<file path="config.mk">
export PLATFORM = sky130hd
export DESIGN_NAME = lsd_slave_link
export DESIGN_NICKNAME = d
export VERILOG_FILES = /design/src/lsd_pkg.sv /design/src/lsd_bus_cond.sv /design/src/lsd_slave_link.sv
export VERILOG_INCLUDE_DIRS = /design/src
export SDC_FILE = /design/constraint.sdc
export NUM_CORES = 1
export LEC_CHECK = 0
export BUFFER_PORTS_ARGS = -buffer_cell sky130_fd_sc_hd__buf_2
export CORE_MARGIN = 3
export CORE_UTILIZATION = 63
export DETAILED_ROUTE_END_ITERATION = 12
export PLACE_DENSITY = 0.93
export SYNTH_ARGS = -nofsm -noshare
export SYNTH_HDL_FRONTEND = slang
export SYNTH_SLANG_ARGS = --single-unit
</file>
<file path="constraint.sdc">
create_clock -name ref_clk_in -period 6.3 [get_ports ref_clk_in]
set_input_delay 0.945 -clock ref_clk_in [delete_from_list [all_inputs] [get_ports ref_clk_in]]
set_output_delay 0.945 -clock ref_clk_in [all_outputs]
set_load 0.05 [all_outputs]
</file>
<file path="src/lsd_cfg.svh">
// Purpose: constants of the LED driver serial slave link
// Assumes: 8-bit registers behind a 2-bit register pointer
// Notes:   offsets, field positions, reset values and the device address only
`ifndef LSD_CFG_SVH
`define LSD_CFG_SVH

// ----------------------------------------
// Register offsets
// ----------------------------------------
`define LSD_OFS_FIRST_MODE 2'h0
`define LSD_OFS_MODE2 2'h1
`define LSD_OFS_LED_LO 2'h2
`define LSD_OFS_LED_HI 2'h3

// ----------------------------------------
// Field positions
// ----------------------------------------
`define LSD_FIRST_MODE_HALT_BIT 4
`define LSD_MODE2_PUSH_PULL_BIT 2

// ----------------------------------------
// Reset values and the fixed device address
// ----------------------------------------
`define LSD_RST_FIRST_MODE 8'h00
`define LSD_RST_MODE2 8'h04
`define LSD_RST_LED 8'h00
`define LSD_RST_ADDR 7'h15

`endif

</file>
<file path="src/lsd_pkg.sv">
// Purpose: shared types of the LED driver serial slave link
// Assumes: nothing beyond the cfg header
// Notes:   states of the byte engine
package lsd_pkg;

  typedef enum logic [2:0] {
    LSD_IDLE,
    LSD_ADDR,
    LSD_ACK_ADDR,
    LSD_WRITE,
    LSD_ACK_WRITE,
    LSD_READ,
    LSD_READ_ACK
  } lsd_state_e;

  typedef logic [7:0] lsd_byte_t;

endpackage

</file>
<file path="src/lsd_bus_cond.sv">
// Purpose: synchronise the bus pins and find clock edges, START and STOP
// Assumes: ref_clk_in much faster than the bus clock
// Notes:   the first flop of each synchroniser feeds only the second
`timescale 1ns/10ps

module lsd_bus_cond (
  input wire logic ref_clk_in,
  input wire logic reset_n_in,
  input wire logic scl_in,
  input wire logic sda_in,
  output logic scl_s_out,
  output logic sda_s_out,
  output logic scl_rise_out,
  output logic scl_fall_out,
  output logic start_out,
  output logic stop_out
);

  logic scl_m;
  logic sda_m;
  logic scl_q;
  logic sda_q;
  logic scl_p;
  logic sda_p;

  // ----------------------------------------
  // Two-flop synchronisers plus one history stage
  // ----------------------------------------
  always_ff @(posedge ref_clk_in) begin
    if (!reset_n_in) begin
      scl_m <= 1'h1;
      sda_m <= 1'h1;
      scl_q <= 1'h1;
      sda_q <= 1'h1;
      scl_p <= 1'h1;
      sda_p <= 1'h1;
    end else begin
      scl_m <= scl_in;
      sda_m <= sda_in;
      scl_q <= scl_m;
      sda_q <= sda_m;
      scl_p <= scl_q;
      sda_p <= sda_q;
    end
  end

  assign scl_s_out = scl_q;
  assign sda_s_out = sda_q;
  assign scl_rise_out = scl_q & ~scl_p;
  assign scl_fall_out = ~scl_q & scl_p;
  // Data edge while the clock stays high is a framing condition
  assign start_out = scl_q & scl_p & sda_p & ~sda_q;
  assign stop_out = scl_q & scl_p & ~sda_p & sda_q;

endmodule

</file>
<file path="src/lsd_slave_link.sv">
// Purpose: two-wire slave link of a multi-channel LED driver
// Assumes: bus pins are asynchronous to ref_clk_in and are synchronised
// Notes:   four byte registers, auto-incrementing pointer
`timescale 1ns/10ps
`include "lsd_cfg.svh"

module lsd_slave_link (
  input wire logic ref_clk_in,
  input wire logic reset_n_in,
  input wire logic scl_in,
  input wire logic sda_in,
  output logic sda_out,
  output logic sda_oe_n_out,
  output logic [15:0] led_out,
  output logic [15:0] led_oe_n_out,
  output logic oscillator_running_out,
  output logic busy_out
);

  // ----------------------------------------
  // Bus conditions
  // ----------------------------------------
  logic scl_s;
  logic sda_s;
  logic scl_rise;
  logic scl_fall;
  logic start_ev;
  logic stop_ev;

  lsd_bus_cond u_cond (
    .ref_clk_in(ref_clk_in),
    .reset_n_in(reset_n_in),
    .scl_in(scl_in),
    .sda_in(sda_in),
    .scl_s_out(scl_s),
    .sda_s_out(sda_s),
    .scl_rise_out(scl_rise),
    .scl_fall_out(scl_fall),
    .start_out(start_ev),
    .stop_out(stop_ev)
  );

  // ----------------------------------------
  // State
  // ----------------------------------------
  lsd_pkg::lsd_state_e state;
  lsd_pkg::lsd_byte_t shift;
  lsd_pkg::lsd_byte_t tx;
  lsd_pkg::lsd_byte_t regs [0:3];
  logic [2:0] cnt;
  logic byte_done;
  logic pull_low;
  logic read_mode;
  logic ptr_loaded;
  logic [1:0] ptr;
  logic [15:0] led_state;

  function automatic logic [1:0] lsd_next_ptr(input logic [1:0] p);
    lsd_next_ptr = p + 2'h1;
  endfunction

  // ----------------------------------------
  // Decode
  // ----------------------------------------
  wire addr_match = (shift[7:1] == `LSD_RST_ADDR);
  wire [7:0] rd_byte = regs[ptr];
  wire oscillator_run = ~regs[`LSD_OFS_FIRST_MODE][`LSD_FIRST_MODE_HALT_BIT];
  wire push_pull = regs[`LSD_OFS_MODE2][`LSD_MODE2_PUSH_PULL_BIT];
  wire [15:0] led_req = {regs[`LSD_OFS_LED_HI], regs[`LSD_OFS_LED_LO]};
  wire store_byte = (state == lsd_pkg::LSD_WRITE) && scl_fall && byte_done && ptr_loaded;
  wire [1:0] next_ptr = lsd_next_ptr(ptr);

  // SDA is driven open-drain: the enable is low only while pulling low
  assign sda_out = 1'h0;
  assign sda_oe_n_out = ~pull_low;

  // ----------------------------------------
  // Byte engine
  // ----------------------------------------
  always_ff @(posedge ref_clk_in) begin
    if (!reset_n_in) begin
      state <= lsd_pkg::LSD_IDLE;
      shift <= 8'h00;
      tx <= 8'h00;
      cnt <= 3'h0;
      byte_done <= 1'h0;
      pull_low <= 1'h0;
      read_mode <= 1'h0;
      ptr_loaded <= 1'h0;
      ptr <= 2'h0;
    end else if (start_ev) begin
      // Any partial byte is dropped and an address byte is awaited
      state <= lsd_pkg::LSD_ADDR;
      cnt <= 3'h0;
      byte_done <= 1'h0;
      pull_low <= 1'h0;
      ptr_loaded <= 1'h0;
    end else if (stop_ev) begin
      state <= lsd_pkg::LSD_IDLE;
      cnt <= 3'h0;
      byte_done <= 1'h0;
      pull_low <= 1'h0;
    end else begin
      case (state)
        lsd_pkg::LSD_ADDR, lsd_pkg::LSD_WRITE: begin
          // Data is taken at the rising clock edge, stable while high
          if (scl_rise) begin
            shift <= {shift[6:0], sda_s};
            cnt <= cnt + 3'h1;
            byte_done <= (cnt == 3'h7);
          end else if (scl_fall && byte_done) begin
            byte_done <= 1'h0;
            if (state == lsd_pkg::LSD_ADDR) begin
              if (addr_match) begin
                pull_low <= 1'h1;
                read_mode <= shift[0];
                state <= lsd_pkg::LSD_ACK_ADDR;
              end else begin
                // Not ours: stay off the bus until the next START
                state <= lsd_pkg::LSD_IDLE;
              end
            end else begin
              pull_low <= 1'h1;
              state <= lsd_pkg::LSD_ACK_WRITE;
              if (!ptr_loaded) begin
                ptr <= shift[1:0];
                ptr_loaded <= 1'h1;
              end else begin
                ptr <= next_ptr;
              end
            end
          end
        end
        lsd_pkg::LSD_ACK_ADDR: begin
          // Low is held across the whole high phase of the slot
          if (scl_fall) begin
            if (read_mode) begin
              pull_low <= ~rd_byte[7];
              tx <= {rd_byte[6:0], 1'h0};
              ptr <= next_ptr;
              cnt <= 3'h1;
              state <= lsd_pkg::LSD_READ;
            end else begin
              pull_low <= 1'h0;
              cnt <= 3'h0;
              state <= lsd_pkg::LSD_WRITE;
            end
          end
        end
        lsd_pkg::LSD_ACK_WRITE: begin
          if (scl_fall) begin
            pull_low <= 1'h0;
            cnt <= 3'h0;
            state <= lsd_pkg::LSD_WRITE;
          end
        end
        lsd_pkg::LSD_READ: begin
          if (scl_fall) begin
            if (cnt == 3'h0) begin
              // Transmitter releases the line for the acknowledge slot
              pull_low <= 1'h0;
              state <= lsd_pkg::LSD_READ_ACK;
            end else begin
              pull_low <= ~tx[7];
              tx <= {tx[6:0], 1'h0};
              cnt <= cnt + 3'h1;
            end
          end
        end
        lsd_pkg::LSD_READ_ACK: begin
          if (scl_rise) begin
            byte_done <= ~sda_s;
            if (sda_s) begin
              // End of read: line stays released for the master's STOP
              state <= lsd_pkg::LSD_IDLE;
            end
          end else if (scl_fall && byte_done) begin
            byte_done <= 1'h0;
            pull_low <= ~rd_byte[7];
            tx <= {rd_byte[6:0], 1'h0};
            ptr <= next_ptr;
            cnt <= 3'h1;
            state <= lsd_pkg::LSD_READ;
          end
        end
        default: begin
          // Idle waits for a START on a free bus
          pull_low <= 1'h0;
        end
      endcase
    end
  end

  // ----------------------------------------
  // Register file
  // ----------------------------------------
  always_ff @(posedge ref_clk_in) begin
    if (!reset_n_in) begin
      regs[`LSD_OFS_FIRST_MODE] <= `LSD_RST_FIRST_MODE;
      regs[`LSD_OFS_MODE2] <= `LSD_RST_MODE2;
      regs[`LSD_OFS_LED_LO] <= `LSD_RST_LED;
      regs[`LSD_OFS_LED_HI] <= `LSD_RST_LED;
    end else if (store_byte) begin
      regs[ptr] <= shift;
    end
  end

  // ----------------------------------------
  // LED outputs
  // ----------------------------------------
  // A halted oscillator freezes the LED pattern; LED register writes still land
  // in the registers and take effect once it runs again, MODE2 writes at once.
  logic [15:0] next_led_state;
  logic [15:0] next_led_out;
  logic [15:0] next_led_oe_n;

  assign next_led_state = oscillator_run ? led_req : led_state;
  assign next_led_out = push_pull ? ~next_led_state : 16'h0000;
  assign next_led_oe_n = push_pull ? 16'h0000 : ~next_led_state;

  always_ff @(posedge ref_clk_in) begin
    if (!reset_n_in) begin
      // Push-pull, driving high, everything off
      led_state <= 16'h0000;
      led_out <= 16'hffff;
      led_oe_n_out <= 16'h0000;
      oscillator_running_out <= 1'h1;
      busy_out <= 1'h0;
    end else begin
      led_state <= next_led_state;
      led_out <= next_led_out;
      led_oe_n_out <= next_led_oe_n;
      // Status pins are registered so they never glitch on decode
      oscillator_running_out <= oscillator_run;
      busy_out <= (state != lsd_pkg::LSD_IDLE);
    end
  end

endmodule

</file>
==> metrics.txt <==
clk slew on worst S/H paths=0.06 ns; min Tclk post-route=2.592 ns; Num CTS Buffers=17; Synth top area share=35.82%; drt initial violations=364; largest net degree at the start of global routing=23; final-report setup violation count=0; Final Hold Viols=0; clock power share=42.0%; Die Footprint=8619 sq um; Gate power share=15.4%; EDFF count, synth=32; hold_buf cts=0; Post-synth top flop=dfxtp_1; startpoint types=flip-flop; CTS tree=built; Synth Register Bits=117; ratio of cells with drive above 1 in the final layout=21.89%; Post-CTS Setup Bufs=0; Die H=92.84 microns; max_cap viols=0; Filler cells=473; Placer Congestion=0.8878; Reg power frac=42.6%; Worst Path Arrival=3.02 ns; global-route wire length before repair=17320 microns; port bufs=38; most frequent cells in the layout=dfxtp_1 (85), nor2_1 (49), and2_1 (47); CP max stage cell=dfxtp_1; Worst-Skew Late Latency=0.53 ns; met1 Resource Use GR=32.62%; commonest non-fill, non-tap cell in the layout=dfxtp_1; worst path cell trace=and3b_1, a31oi_2, nor4_4, nor2_1, a311oi_1; met2 usage=44.69%; Sw Share=30.18%; delay-heaviest family, CP=simple AND/OR/NAND/NOR gates; outcome=finished clean; GRT Overall Usage=26.85%; LEAKAGE=0.002112 uW; core outline area=7292 sq um; number of global-route vias before repair=3329; Final Net Count=469; busiest grt layer=met2; Ant. Diodes=0; Synth Warn #=0; worst min-delay path category=reg -> reg; grt ovf=0; Seq/Total Area, Yosys=56.04%; CP Data Required Time=6.72 ns; Max H-tree Level=4; mapped cell area=4751 sq um; top cells by area, synth=dfxtp_1 (36%), edfxtp_1 (20%), and2_1 (6.2%), mux2i_1 (4.4%), nor2_1 (3.9%); Tcrit/Tclk final=41.15%; synth unique cells=66; async set-or-reset flop fraction in the synthesized netlist=0%; HPWL after DPL=6392 microns; wire per inst=18.76 microns; max_slew headroom=32.55%; Routed WL=10770 microns; RSZ-0062 raised after global routing=false; CTS max path bufs=2; clock sink total=117; drt drc=0; routed vias/inst=5.967; std cell rows=31; Root Buffer=clkbuf_8; M3 GR Usage=7.311%; area growth from synthesis to layout=15.30%; CP Buf/Inv Count=0; Cell Int Power=1431 uW; fmax=0.3858 GHz; setup_tns=0 ns; nature of the critical path endpoint=flip-flop; Worst Path Max Fanout=20; pwr dens=374.1 nW/um^2; fin util=75.12%; IR drop worst, VDD=0.0002237 V; Syn Area/Cell=11.10 sq um; CP max stage delay=0.75 ns; Psw=618.4 uW; syn nets=435; leading area contributor after synthesis=dfxtp_1; Worst-Margin Slew=1.012 ns; number of gates resized after CTS=0; via count=3425; clock skew=0.007248 ns; DR pass1 iterations=5; gate count after technology mapping=428; critical path class=reg -> reg; initial antenna violation count=0; Die W=92.84 microns; post-route ant nets=0; Initial Util=65.15%; io pins=40; Final Max Tran Viols=0
==> layout make-up <==
class                   instances  area [sq um]  area share [%]
well taps                      99         123.9           2.261
flip-flops and latches        117          2663           48.61
repair buffers                 40         205.2           3.746
clock inverters                15         118.9           2.170
clock buffers                  17         414.1           7.561
multi-input cells             280          1931           35.24
inverters                       6         22.52          0.4111
==> sequential cells by signal, summed over array words and instances, names as in the netlist, 2 cells and up, named ones only <==
register	count
state	3
led_state	16
tx	7
cnt	3
led_oe_n_out	16
regs	32
shift	8
ptr	2
led_out	16
==> layer usage <==
| metal | wire (microns) | vias to the layer above |
|---|---|---|
| li1 | - | 1552 |
| met1 | 4243 | 1642 |
| met2 | 5352 | 194 |
| met3 | 849 | 37 |
| met4 | 320 | 0 |
| met5 | 0 | - |
==> path summary, 6_finish.rpt <==
check / from / end / slack (ns) / cells after the start
setup / recovery: state[0] / tx[3] / 3.71 / 5
hold / removal: u_cond.sda_m / u_cond.sda_s_out / 0.41 / 1
setup reg to reg: state[0] / tx[3] / 3.71 / 5
hold reg to reg: u_cond.sda_m / u_cond.sda_s_out / 0.41 / 1
==> power groups by stage <==
stage / Clock, uW / Combinational, uW / Sequential, uW
after floorplan: 0 / 259 / 871
after global placement: 0 / 290 / 879
after detailed placement: 0 / 300 / 882
after CTS: 863 / 313 / 869
after global routing: 897 / 341 / 878
final: 860 / 317 / 872
==> cells by family after synthesis <==
logic type	share of synthesized area, %
xor gates and xnor gates	0.1844
adders and majority gates	0.7902
muxes	8.217
other	0.07893
buffers and inverters	3.318
AOI/OAI and AO/OA	9.297
DFF	56.04
and+or+nand+nor	22.07
==> synth_stat cells, types with 3 or more instances <==
master,count
nor2_2,4
nor2b_1,3
nand3_1,4
buf_2,6
mux2i_1,21
dfxtp_1,85
mux4_2,8
a311oi_1,3
buf_4,5
a21oi_1,19
inv_1,6
and2_1,47
nor3b_1,3
edfxtp_1,32
o21ai_0,7
a311oi_2,3
clkbuf_1,11
nor2_1,49
nand2b_1,15
nand2_1,40
ha_1,3
==> stage by stage <==
stage | hold slack [ns] | instances | worst slack [ns] | power, uW | cell area [sq um]
floorplan | 0.3863 | 428 | 4.079 | 1131 | 4751
global placement | 0.3933 | 542 | 3.697 | 1169 | 4945
detailed placement | 0.3967 | 542 | 3.599 | 1182 | 4945
CTS | 0.4105 | 574 | 3.773 | 2045 | 5478
global route | 0.4152 | 574 | 3.500 | 2116 | 5478
finish | 0.4108 | 574 | 3.708 | 2049 | 5478
Power figures use the tool's default switching activity.
